**src/lif_consts.vh**
```
/*
 constants for the line interface mode and coding block: command register
 indices, field positions, reset values and line timing counts.
 assumes it is included by its bare name by the line interface module.
*/
`ifndef LIF_CONSTS_VH
`define LIF_CONSTS_VH

// serial frame layout: rw bit, three address bits, five data bits
`define LIF_FRAME_BITS   4'h9
`define LIF_HDR_BITS     4'h4

// command register indices
`define LIF_IDX_TXCFG    3'h1
`define LIF_IDX_RXCFG    3'h2
`define LIF_IDX_RATE     3'h4
`define LIF_IDX_STATUS   3'h5

// transmit config fields
`define LIF_TX_BINARY    0
`define LIF_TX_LEVEL     1
`define LIF_TX_CLKINV    2
`define LIF_TX_ALLONES   3
`define LIF_TX_OFF       4

// receive config fields
`define LIF_RX_EQBYP     0
`define LIF_RX_ENCBYP    1
`define LIF_RX_DECBYP    2
`define LIF_RX_MUTE      3
`define LIF_RX_CLK2INV   4

// rate and loopback fields
`define LIF_RT_RLB       0
`define LIF_RT_LLB       1
`define LIF_RT_E3        2
`define LIF_RT_STS1      3

// reset values
`define LIF_CFG_RESET    5'h00

// zero runs allowed by each code before a violation is flagged
`define LIF_B3ZS_ZEROS   3'h2
`define LIF_HDB3_ZEROS   3'h3

// zero symbols in a row that declare loss of signal
`define LIF_LOS_ZEROS    8'h20

// fifo shape
`define LIF_FIFO_WIDTH   2
`define LIF_FIFO_DEPTH   16
`define LIF_FIFO_AW      4

`endif

```
**src/lif_line_interface.v**
```verilog
/*
 line interface mode and coding: transmit coder, receive slicer and decoder,
 strap-selected pin or serial-register configuration.
 assumes all inputs synchronous to clk; one line bit spans two clk cycles;
 the analog slicer and driver sit outside on the line pins.
*/
`default_nettype none
`include "lif_consts.vh"

module lif_line_interface (
	input  wire       clk,               // 10 MHz system clock
	input  wire       nrst,              // sync reset, low active
	input  wire       configSourceStrap, // high host, low hardware
	input  wire       txPosData,         // terminal data or positive rail
	input  wire       txNegData,         // terminal negative rail
	input  wire       txDataValid,       // terminal word offered
	output wire       txDataReady,       // fifo has room
	output wire       lineDrivePlus,     // positive pulse to line
	output wire       lineDriveMinus,    // negative pulse to line
	input  wire       lineSlicePlus,     // slicer positive comparator
	input  wire       lineSliceMinus,    // slicer negative comparator
	output wire       rxPositiveRail,    // recovered positive data
	output wire       rxNegativeRail,    // recovered negative data
	output wire       firstRxClock,      // recovered clock
	input  wire       txAmplitudePin,    // level pin
	input  wire       txAllOnesPin,      // all-ones pin
	input  wire       rxEqBypassPin,     // equalizer disable pin
	input  wire       localLoopPin,      // local loopback pin
	input  wire       remoteLoopPin,     // remote loopback pin
	input  wire       rateSts1Pin,       // sts-1/ds3 pin
	input  wire       rateE3Pin,         // e3 pin
	input  wire       txShutdownPin,     // driver off pin
	input  wire       registerClearInN,  // reg clear, or clk2 invert
	input  wire       serialInLine,      // serial data, or mute enable
	input  wire       serialClock,       // serial clock, or encoder bypass
	input  wire       chipSelectN,       // chip select, or decoder bypass
	output wire       serialOutLine,     // serial data, or violation flag
	output wire       serialOutEnable,   // high while driving serial out
	output wire       violationPinOut,   // violation flag, or second clock
	output wire       txAmplitudeSelect, // to pulse shaper
	output wire       txClockInvert,     // to transmit clock stage
	output wire       rxEqualizerBypass, // to equalizer
	output wire       rateSts1,          // to clock recovery
	output wire       rateE3,            // to clock recovery
	output wire       signalLoss         // loss of signal state
);

	reg        hostMode_reg;
	reg  [4:0] txCfg_reg;
	reg  [4:0] rxCfg_reg;
	reg  [4:0] rateCfg_reg;
	reg        sclkPrev_reg;
	reg  [3:0] bitCnt_reg;
	reg  [4:0] shift_reg;
	reg        isRead_reg;
	reg  [4:0] readWord_reg;
	reg        sdo_reg;
	reg        sdoEn_reg;
	reg        txPhase_reg;
	reg  [3:0] encMark_reg;
	reg  [3:0] encViol_reg;
	reg  [2:0] encZeros_reg;
	reg        encOdd_reg;
	reg        txPol_reg;
	reg        linePlus_reg;
	reg        lineMinus_reg;
	reg        rxPhase_reg;
	reg        slicePrev_reg;
	reg  [3:0] decPos_reg;
	reg  [3:0] decNeg_reg;
	reg        rxPol_reg;
	reg        rxVPol_reg;
	reg  [2:0] rxZeros_reg;
	reg  [7:0] losCnt_reg;
	reg        rxPos_reg;
	reg        rxNeg_reg;
	reg        rxClk1_reg;
	reg        lcv_reg;
	reg  [2:0] wrAddr_reg;
	reg  [3:0] encMark_next;
	reg  [3:0] encViol_next;
	reg  [3:0] decPos_next;
	reg  [3:0] decNeg_next;
	reg  [4:0] rdMux;
	wire       sclkRise;
	wire       sclkFall;
	wire       serialActive;
	wire       regClear;
	wire       txBinary;
	wire       txAllOnes;
	wire       tx_driver_shutdown;
	wire       encBypass;
	wire       decBypass;
	wire       muteEn;
	wire       clk2Inv;
	wire       localLoop;
	wire       remoteLoop;
	wire       hdb3;
	wire       fifoValid;
	wire [1:0] fifoData;
	wire       bitStrobe;
	wire       srcPos;
	wire       srcNeg;
	wire       srcMark;
	wire       subst;
	wire       inPlus;
	wire       inMinus;
	wire       symPlus;
	wire       symMinus;
	wire       symMark;
	wire       markStart;
	wire       rxSample;
	wire       violation;
	wire       zeroLimit;

	always @(posedge clk) begin
		if (!nrst) begin
			hostMode_reg <= configSourceStrap;
		end
	end

	assign txBinary   = hostMode_reg & txCfg_reg[`LIF_TX_BINARY];
	assign txAllOnes  = hostMode_reg ? txCfg_reg[`LIF_TX_ALLONES] : txAllOnesPin;
	assign tx_driver_shutdown      = hostMode_reg ? txCfg_reg[`LIF_TX_OFF] : txShutdownPin;
	assign encBypass  = hostMode_reg ? rxCfg_reg[`LIF_RX_ENCBYP] : serialClock;
	assign decBypass  = hostMode_reg ? rxCfg_reg[`LIF_RX_DECBYP] : chipSelectN;
	assign muteEn     = hostMode_reg ? rxCfg_reg[`LIF_RX_MUTE] : serialInLine;
	assign clk2Inv    = hostMode_reg ? rxCfg_reg[`LIF_RX_CLK2INV] : registerClearInN;
	assign localLoop  = hostMode_reg ? rateCfg_reg[`LIF_RT_LLB] : localLoopPin;
	assign remoteLoop = hostMode_reg ? rateCfg_reg[`LIF_RT_RLB] : remoteLoopPin;
	assign txAmplitudeSelect = hostMode_reg ? txCfg_reg[`LIF_TX_LEVEL] : txAmplitudePin;
	assign txClockInvert     = hostMode_reg & txCfg_reg[`LIF_TX_CLKINV];
	assign rxEqualizerBypass = hostMode_reg ? rxCfg_reg[`LIF_RX_EQBYP] : rxEqBypassPin;
	assign rateE3   = hostMode_reg ? rateCfg_reg[`LIF_RT_E3] : rateE3Pin;
	assign rateSts1 = ~rateE3 & (hostMode_reg ? rateCfg_reg[`LIF_RT_STS1] : rateSts1Pin);
	assign hdb3 = rateE3;

	// serial port edges, only in host mode with chip select low
	assign serialActive = hostMode_reg & ~chipSelectN;
	assign sclkRise     = serialActive & serialClock & ~sclkPrev_reg;
	assign sclkFall     = serialActive & ~serialClock & sclkPrev_reg;
	assign regClear     = hostMode_reg & ~registerClearInN;

	// read data select
	always @* begin
		rdMux = 5'h00;
		if ({shift_reg[1:0], serialInLine} == `LIF_IDX_TXCFG) begin
			rdMux = txCfg_reg;
		end else if ({shift_reg[1:0], serialInLine} == `LIF_IDX_RXCFG) begin
			rdMux = rxCfg_reg;
		end else if ({shift_reg[1:0], serialInLine} == `LIF_IDX_RATE) begin
			rdMux = rateCfg_reg;
		end else if ({shift_reg[1:0], serialInLine} == `LIF_IDX_STATUS) begin
			rdMux = {3'h0, signalLoss, lcv_reg};
		end
	end

	// serial frame engine and command registers
	always @(posedge clk) begin
		if (!nrst) begin
			sclkPrev_reg <= 1'b0;
			bitCnt_reg   <= 4'h0;
			shift_reg    <= 5'h00;
			isRead_reg   <= 1'b0;
			readWord_reg <= 5'h00;
			sdo_reg      <= 1'b0;
			sdoEn_reg    <= 1'b0;
			txCfg_reg    <= `LIF_CFG_RESET;
			rxCfg_reg    <= `LIF_CFG_RESET;
			rateCfg_reg  <= `LIF_CFG_RESET;
		end else begin
			sclkPrev_reg <= serialClock;
			if (regClear) begin
				txCfg_reg   <= `LIF_CFG_RESET;
				rxCfg_reg   <= `LIF_CFG_RESET;
				rateCfg_reg <= `LIF_CFG_RESET;
			end
			if (!serialActive) begin
				bitCnt_reg <= 4'h0;
				sdoEn_reg  <= 1'b0;
			end else if (sclkRise && bitCnt_reg != `LIF_FRAME_BITS) begin
				shift_reg  <= {shift_reg[3:0], serialInLine};
				bitCnt_reg <= bitCnt_reg + 4'h1;
				if (bitCnt_reg == 4'h0) begin
					isRead_reg <= serialInLine;
				end
				if (bitCnt_reg == `LIF_HDR_BITS - 4'h1) begin
					readWord_reg <= rdMux;
				end
				// write lands on the ninth rise, status stays read only
				if (bitCnt_reg == `LIF_FRAME_BITS - 4'h1 && !isRead_reg && !regClear) begin
					if (wrAddr_reg == `LIF_IDX_TXCFG) begin
						txCfg_reg <= {shift_reg[3:0], serialInLine};
					end else if (wrAddr_reg == `LIF_IDX_RXCFG) begin
						rxCfg_reg <= {shift_reg[3:0], serialInLine};
					end else if (wrAddr_reg == `LIF_IDX_RATE) begin
						rateCfg_reg <= {shift_reg[3:0], serialInLine};
					end
				end
			end else if (sclkFall && isRead_reg) begin
				if (bitCnt_reg >= `LIF_HDR_BITS && bitCnt_reg < `LIF_FRAME_BITS) begin
					sdo_reg      <= readWord_reg[4];
					readWord_reg <= {readWord_reg[3:0], 1'b0};
					sdoEn_reg    <= 1'b1;
				end else if (bitCnt_reg == `LIF_FRAME_BITS) begin
					sdoEn_reg <= 1'b0;
				end
			end
		end
	end

	// write address caught on the fourth rise of the header
	always @(posedge clk) begin
		if (!nrst) begin
			wrAddr_reg <= 3'h0;
		end else if (sclkRise && bitCnt_reg == `LIF_HDR_BITS - 4'h1) begin
			wrAddr_reg <= {shift_reg[1:0], serialInLine};
		end
	end

	// serial pins in their alternate roles
	assign serialOutLine   = hostMode_reg ? sdo_reg : lcv_reg;
	assign serialOutEnable = hostMode_reg ? sdoEn_reg : 1'b1;
	assign violationPinOut = hostMode_reg ? lcv_reg : (rxClk1_reg ^ clk2Inv);

	// transmit source, fifo in the data path
	lif_fifo #(
		.WIDTH (`LIF_FIFO_WIDTH),
		.DEPTH (`LIF_FIFO_DEPTH),
		.AW    (`LIF_FIFO_AW)
	) txFifo (
		.clk      (clk),
		.nrst     (nrst),
		.inData   ({txPosData, txNegData}),
		.inValid  (txDataValid),
		.inReady  (txDataReady),
		.outData  (fifoData),
		.outValid (fifoValid),
		.outReady (bitStrobe & ~txAllOnes & ~remoteLoop)
	);

	assign bitStrobe = ~txPhase_reg;
	// single rail ignores the negative rail
	assign srcPos  = txAllOnes | (remoteLoop ? rxPos_reg : (fifoValid & fifoData[1]));
	assign srcNeg  = ~txAllOnes & ~txBinary & (remoteLoop ? rxNeg_reg : (fifoValid & fifoData[0]));
	assign srcMark = srcPos | srcNeg;
	// substitution on the third or fourth zero
	assign subst = ~encBypass & ~srcMark & (encZeros_reg == (hdb3 ? `LIF_HDB3_ZEROS : `LIF_B3ZS_ZEROS));

	// encoder window update
	always @* begin
		encMark_next = {encMark_reg[2:0], srcMark | subst};
		encViol_next = {encViol_reg[2:0], subst};
		if (subst && !encOdd_reg) begin
			// hdb3 puts the b pulse three zeros back, b3zs two
			if (hdb3) begin
				encMark_next[3] = 1'b1;
			end else begin
				encMark_next[2] = 1'b1;
			end
		end
	end

	// encoder state and line drive
	always @(posedge clk) begin
		if (!nrst) begin
			txPhase_reg   <= 1'b0;
			encMark_reg   <= 4'h0;
			encViol_reg   <= 4'h0;
			encZeros_reg  <= 3'h0;
			encOdd_reg    <= 1'b0;
			txPol_reg     <= 1'b0;
			linePlus_reg  <= 1'b0;
			lineMinus_reg <= 1'b0;
		end else begin
			txPhase_reg <= ~txPhase_reg;
			if (bitStrobe) begin
				encMark_reg  <= encMark_next;
				encViol_reg  <= encViol_next;
				encZeros_reg <= (srcMark | subst) ? 3'h0 : encZeros_reg + 3'h1;
				encOdd_reg   <= subst ? 1'b0 : (encOdd_reg ^ srcMark);
				// one pulse per mark, none for a space
				if (encMark_reg[3] && !tx_driver_shutdown) begin
					if (encBypass && !txBinary) begin
						linePlus_reg  <= fifoValid & fifoData[1];
						lineMinus_reg <= fifoValid & fifoData[0] & ~fifoData[1];
					end else begin
						linePlus_reg  <= encViol_reg[3] ? txPol_reg : ~txPol_reg;
						lineMinus_reg <= encViol_reg[3] ? ~txPol_reg : txPol_reg;
					end
					if (!encViol_reg[3]) begin
						txPol_reg <= ~txPol_reg;
					end
				end else begin
					linePlus_reg  <= 1'b0;
					lineMinus_reg <= 1'b0;
				end
			end else begin
				// return to zero in the second half bit
				linePlus_reg  <= 1'b0;
				lineMinus_reg <= 1'b0;
			end
		end
	end

	assign lineDrivePlus  = linePlus_reg;
	assign lineDriveMinus = lineMinus_reg;

	// slicing into plus, minus or zero
	assign inPlus    = localLoop ? linePlus_reg : lineSlicePlus;
	assign inMinus   = localLoop ? lineMinus_reg : lineSliceMinus;
	assign symPlus   = inPlus & ~inMinus;
	assign symMinus  = inMinus & ~inPlus;
	assign symMark   = symPlus | symMinus;
	assign markStart = symMark & ~slicePrev_reg;
	assign rxSample  = markStart | (~rxPhase_reg & ~slicePrev_reg);
	assign violation = symMark & (symPlus == rxPol_reg);
	assign zeroLimit = ~symMark & (rxZeros_reg == (hdb3 ? `LIF_HDB3_ZEROS : `LIF_B3ZS_ZEROS));

	// decoder window, substitution removed on a violation
	always @* begin
		decPos_next = {decPos_reg[2:0], symPlus};
		decNeg_next = {decNeg_reg[2:0], symMinus};
		if (violation && !decBypass) begin
			decPos_next[0] = 1'b0;
			decNeg_next[0] = 1'b0;
			decPos_next[1] = 1'b0;
			decNeg_next[1] = 1'b0;
			decPos_next[2] = 1'b0;
			decNeg_next[2] = 1'b0;
			if (hdb3) begin
				decPos_next[3] = 1'b0;
				decNeg_next[3] = 1'b0;
			end
		end
	end

	// receive state and terminal outputs
	always @(posedge clk) begin
		if (!nrst) begin
			rxPhase_reg   <= 1'b0;
			slicePrev_reg <= 1'b0;
			decPos_reg    <= 4'h0;
			decNeg_reg    <= 4'h0;
			rxPol_reg     <= 1'b0;
			rxVPol_reg    <= 1'b0;
			rxZeros_reg   <= 3'h0;
			losCnt_reg    <= 8'h00;
			rxPos_reg     <= 1'b0;
			rxNeg_reg     <= 1'b0;
			rxClk1_reg    <= 1'b0;
			lcv_reg       <= 1'b0;
		end else begin
			slicePrev_reg <= symMark;
			rxPhase_reg   <= rxSample;
			rxClk1_reg    <= rxSample;
			if (rxSample) begin
				decPos_reg  <= decPos_next;
				decNeg_reg  <= decNeg_next;
				rxZeros_reg <= symMark ? 3'h0 : (zeroLimit ? rxZeros_reg : rxZeros_reg + 3'h1);
				losCnt_reg  <= symMark ? 8'h00 : (signalLoss ? losCnt_reg : losCnt_reg + 8'h01);
				if (symMark) begin
					rxPol_reg <= symPlus;
				end
				if (violation) begin
					rxVPol_reg <= symPlus;
				end
				// bad violation polarity or too many zeros
				lcv_reg <= (violation & (symPlus == rxVPol_reg)) | (zeroLimit & ~decBypass);
				// rails toward terminal, muted on signal loss
				rxPos_reg <= decPos_reg[3] & ~(signalLoss & muteEn);
				rxNeg_reg <= decNeg_reg[3] & ~(signalLoss & muteEn);
			end
		end
	end

	assign signalLoss     = (losCnt_reg == `LIF_LOS_ZEROS);
	assign rxPositiveRail = rxPos_reg;
	assign rxNegativeRail = rxNeg_reg;
	assign firstRxClock   = rxClk1_reg;

endmodule

`default_nettype wire

```
**src/lif_fifo.v**
```verilog
/*
 small synchronous fifo with a registered read stage.
 assumes one clock, synchronous active-low reset, valid/ready on both sides.
*/
`default_nettype none

module lif_fifo #(
	parameter WIDTH = 2,
	parameter DEPTH = 16,
	parameter AW    = 4
) (
	input  wire             clk,      // system clock
	input  wire             nrst,     // sync reset, low active
	input  wire [WIDTH-1:0] inData,   // write data
	input  wire             inValid,  // write request
	output wire             inReady,  // space free
	output wire [WIDTH-1:0] outData,  // registered read data
	output wire             outValid, // read data present
	input  wire             outReady  // reader takes word
);

	reg  [WIDTH-1:0] mem [0:DEPTH-1];
	reg  [AW-1:0]    wrPtr_reg;
	reg  [AW-1:0]    rdPtr_reg;
	reg  [AW:0]      count_reg;
	reg  [WIDTH-1:0] outData_reg;
	reg              outValid_reg;
	wire             push;
	wire             load;
	wire             memEmpty;

	// handshake terms
	assign memEmpty = (count_reg == {(AW+1){1'b0}});
	assign inReady  = (count_reg != DEPTH[AW:0]);
	assign push     = inValid & inReady;
	assign load     = ~memEmpty & (~outValid_reg | outReady);
	assign outData  = outData_reg;
	assign outValid = outValid_reg;

	// storage array
	always @(posedge clk) begin
		if (push) begin
			mem[wrPtr_reg] <= inData;
		end
	end

	// pointers, count and read stage
	always @(posedge clk) begin
		if (!nrst) begin
			wrPtr_reg    <= {AW{1'b0}};
			rdPtr_reg    <= {AW{1'b0}};
			count_reg    <= {(AW+1){1'b0}};
			outData_reg  <= {WIDTH{1'b0}};
			outValid_reg <= 1'b0;
		end else begin
			if (push) begin
				wrPtr_reg <= wrPtr_reg + 1'b1;
			end
			if (load) begin
				rdPtr_reg   <= rdPtr_reg + 1'b1;
				outData_reg <= mem[rdPtr_reg];
			end
			if (push & ~load) begin
				count_reg <= count_reg + 1'b1;
			end else if (load & ~push) begin
				count_reg <= count_reg - 1'b1;
			end
			if (load) begin
				outValid_reg <= 1'b1;
			end else if (outReady) begin
				outValid_reg <= 1'b0;
			end
		end
	end

endmodule

`default_nettype wire

```
**config.mk**
```make
export PLATFORM = sky130hd
export DESIGN_NAME = lif_line_interface
export DESIGN_NICKNAME = d
export VERILOG_FILES = /design/src/lif_line_interface.v /design/src/lif_fifo.v
export VERILOG_INCLUDE_DIRS = /design/src
export SDC_FILE = /design/constraint.sdc
export NUM_CORES = 1
export LEC_CHECK = 0
export ABC_AREA = 1
export BUFFER_PORTS_ARGS = -buffer_cell sky130_fd_sc_hd__buf_2
export CORE_MARGIN = 2
export CORE_UTILIZATION = 60
export DETAILED_ROUTE_END_ITERATION = 10
export PLACE_DENSITY = 0.77
export SYNTH_ARGS = -nofsm -noshare
export SYNTH_HDL_FRONTEND = slang
export SYNTH_HIERARCHICAL = 1
export SYNTH_SLANG_ARGS = --single-unit
```
**constraint.sdc**
```tcl
create_clock -name clk -period 3.8 [get_ports clk]
set_input_delay 0.57 -clock clk [delete_from_list [all_inputs] [get_ports clk]]
set_output_delay 0.57 -clock clk [all_outputs]
set_load 0.02 [all_outputs]
```
==> metrics.md <==
| Metric | Value |
|---|---|
| Setup slack after layout | 815 ps |
| Placeable core region | roughly 0.010 mm^2 |
| FILL cells | 874 |
| Yosys warnings | 6 |
| Dominant cells by area after synthesis | sky130_fd_sc_hd__dfxtp_1 29%, sky130_fd_sc_hd__edfxtp_1 16%, sky130_fd_sc_hd__nand2_1 14% |
| Clock root buffer | sky130_fd_sc_hd__clkbuf_8 |
| Pre-antenna DRT Iters | 5 |
| Primary flip-flop cell chosen by synthesis mapping | sky130_fd_sc_hd__dfxtp_1 |
| Peak-usage layer in the global routing report | met2 |
| Initial cell density of the core | between 60% and 70% |
| Drt wl/cell | 13.9 um |
| Total global routing overflow | 0 |
| Wire length after detailed routing | 14,300 um |
| Count of input and output buffers | 34 |
| Sum of net half-perimeters after detailed placement | 10,200 um |
| Buffer count from post-CTS setup fixing | 0 |
| Via density | around 5.4 |
| Tot GR Track Use | 26.7% |
| CTS Hold Bufs | 0 |
| CP arrival | approximately 3400 ps |
| Required time worst endpoint | around 4200 ps |
| Post-synth top area share | between 20% and 30% |
| Sequential share of the synthesized area | a little under half |
| Static leakage | around 3.2 nW |
| Final Hold Slack | 219 ps |
| Endpoint kind of the worst setup timing path | register |
| Footprint of the multi-input gates | roughly 0.0029 mm^2 |
| Mean area per synthesized cell | between 7 and 8 um^2 |
| Count of endpoints failing setup in the final report | 0 |
| Most used standard cell by instance count after synthesis | sky130_fd_sc_hd__nand2_1 |
| Clock tree from TritonCTS | done |
| Kind of critical path | reg -> reg |
| Register bit count reported by yosys | about 130 |
| Netlist area before placement | 0.00632 mm^2 |
| Area delta synth->final | 11.5% |
| Number of global-route vias before repair | between 5,000 and 6,000 |
| Fraction of layout instances using a drive strength above 1 | 11.3% |
| Total Die Area | approximately 0.011 mm^2 |
| Number of cells after detailed placement | ~1,000 |
| Leading post-synthesis cells by instance count | 234 x sky130_fd_sc_hd__nand2_1, 99 x sky130_fd_sc_hd__inv_1, 93 x sky130_fd_sc_hd__dfxtp_1 |
| Number of clock sinks | approximately 130 |
| Routed vias | 5,548 |
| Flip-flop count of the largest register after layout | 32 |
| Register cell area after layout | about 0.0029 mm^2 |
| Worst hold stages | 1 |
| Max Transition Viols Final | 0 |
| Clock transition at the registers of the reported paths | ~50 ps |
| Unrepaired setup endpoints after global routing | no |
| Deepest level of the CTS H-tree | 4 |
| Maximum buffer depth of the clock tree | 2 |
| Number of remaining DRC errors | 0 |
| Hold WC Path Type | in -> reg |
| Initial DRC count | between 300 and 400 |
| Resized cells post-CTS | 0 |
| Top Ports | 35 |
| Achievable Freq | 335 MHz |
| Reg2Reg Depth | 13 |
| Pin count of the biggest net entering global routing | 33 |
| Pre-CTS worst setup slack | just under 900 ps |
| Global-route met1 utilization | between 30 and 40% |
| Peak supply drop | roughly 350 uV |
| Distinct cell type count after synthesis | 43 |
| Post-Synthesis Cells | ~840 |
| Tightest Pin Transition | around 790 ps |
| Max-cap violations | 0 |
| TritonCTS Buffers | 17 |
| DIE HEIGHT | 107 um |
| Grt met3 use | between 5 and 6% |
| Routability congestion estimate from global placement | 0.950 |
| Library cell occupying the most area in the post-synthesis netlist | sky130_fd_sc_hd__dfxtp_1 |
| Power density over cell area | around 540 mW/mm^2 |
| Mapped Nets | 881 |
| Final std cells w/o fill | just over 1,000 |
| Width of the die | around 110 um |
| Worst Path Max Fanout | 24 |
| Source-to-sink clock delay at the later pin of the worst-skew pair | 530 ps |
| Number of enable flip-flop cells after synthesis | 33 |
| Asr flop ratio synth | 0% |
| Met2 usage in global routing | between 40 and 50% |
| TNS Setup | 0 ps |
| Final nets | around 910 |
| Final Hold Vio Count | 0 |
| Final critical-path required period | between 2000 and 3000 ps |
| Antenna viol nets, final | 0 |
| Standard-cell rows | 37 |
| Final worst clock skew | ~7.2 ps |
| Status | completed |
| Wire length of the first global-routing pass | between 20,000 and 25,000 um |
| Antenna violations before repair | 0 |
| Final period utilization | between 70% and 80% |
| Antenna fix cells | 0 |
| Kind of start point of the critical path | register |
| Headroom to the max-slew limit | roughly 48% |
[placed cells by master, fill, tap and decap left out, types with 2 or more instances in the layout]
cell type                   synthesis  layout
sky130_fd_sc_hd__buf_4              3       3
sky130_fd_sc_hd__o21ai_1           11      11
sky130_fd_sc_hd__nor2_1            78      78
sky130_fd_sc_hd__edfxtp_1          33      33
sky130_fd_sc_hd__nor3_2             3       3
sky130_fd_sc_hd__nand2_1          234     234
sky130_fd_sc_hd__clkinv_1           2      10
sky130_fd_sc_hd__a21oi_1           68      68
sky130_fd_sc_hd__dfxtp_1           93      93
sky130_fd_sc_hd__nand2_2            5       5
sky130_fd_sc_hd__buf_2              4      34
sky130_fd_sc_hd__clkbuf_16          0      16
sky130_fd_sc_hd__ha_1              18      18
sky130_fd_sc_hd__clkbuf_1          12       2
sky130_fd_sc_hd__nor3_1            14      14
sky130_fd_sc_hd__inv_2              9       9
sky130_fd_sc_hd__nand2_4            7       7
sky130_fd_sc_hd__nand3_1           51      51
sky130_fd_sc_hd__inv_6              2       2
sky130_fd_sc_hd__xnor2_1            3       3
sky130_fd_sc_hd__or2_2              3       3
sky130_fd_sc_hd__xor2_1             7       7
sky130_fd_sc_hd__nand4_1            8       8
sky130_fd_sc_hd__clkinv_2           0       4
sky130_fd_sc_hd__o21ai_0           50      50
sky130_fd_sc_hd__nor2_8             2       2
sky130_fd_sc_hd__a211oi_1           4       4
sky130_fd_sc_hd__inv_1             99      99
[routing by layer]
layer  wire, um  share of wire (%)
met2       6860                 48
met5          0                  0
met3        897                6.3
met1       6180                 43
met4        316                2.2
[worst max-delay path, cell delays in order, from the launching register on]
cell	delay, ps
sky130_fd_sc_hd__edfxtp_1	730
sky130_fd_sc_hd__inv_6	160
sky130_fd_sc_hd__nand2_1	110
sky130_fd_sc_hd__nand2_1	130
sky130_fd_sc_hd__o21ai_0	270
sky130_fd_sc_hd__inv_1	80
sky130_fd_sc_hd__ha_1	430
sky130_fd_sc_hd__a21oi_2	240
sky130_fd_sc_hd__buf_4	270
sky130_fd_sc_hd__nand2_1	140
sky130_fd_sc_hd__inv_1	110
sky130_fd_sc_hd__nand2_1	60
sky130_fd_sc_hd__o211ai_1	80
sky130_fd_sc_hd__inv_1	50
[report_power, final]
part | switching, mW | total [mW] | internal (mW)
clock network | 0.537 | 1.38 | 0.840
logic | 0.547 | 0.840 | 0.293
registers | 0.126 | 1.61 | 1.48
[stage by stage]
step	instance area [um^2]	power, mW	util, %
finish	7050	3.83	68.6
detailed placement	6540	2.46	63.7
CTS	7050	3.84	68.6
global placement	6540	2.41	63.7
floorplan	6320	2.28	-
global route	7050	4.04	68.6
[layout make-up]
type	instances	area share (%)
clock inverters	13	1.14
multi-input cells	580	41.0
flip-flops and latches	126	40.5
inverters	113	6.20
clock buffers	19	5.98
repair buffers	37	2.73
well taps	136	2.42
[final timing paths]
check	from	to	slack [ps]
setup / recovery	hostMode_reg$_DFFE_PN_	rxZeros_reg[1]$_SDFFE_PN0P_	810
hold / removal	configSourceStrap	hostMode_reg$_DFFE_PN_	220
setup reg to reg	hostMode_reg$_DFFE_PN_	rxZeros_reg[1]$_SDFFE_PN0P_	810
hold reg to reg	encMark_reg[0]$_SDFFE_PN0N_	encMark_reg[0]$_SDFFE_PN0N_	450
[cell families (layout without fill, tap and decap cells)]
| family | after synthesis | in the layout | share of synthesized area [%] |
|---|---|---|---|
| and+or+nand+nor | 414 | 414 | 29.3 |
| AOI/OAI and AO/OA | 137 | 137 | 11.2 |
| xor gates and xnor gates | 10 | 10 | 1.39 |
| DFF | 126 | 126 | 45.2 |
| adders and majority gates | 19 | 19 | 3.88 |
| buffers and inverters | 136 | 182 | 9.07 |
Note: power is estimated with default switching activity, not from simulation.
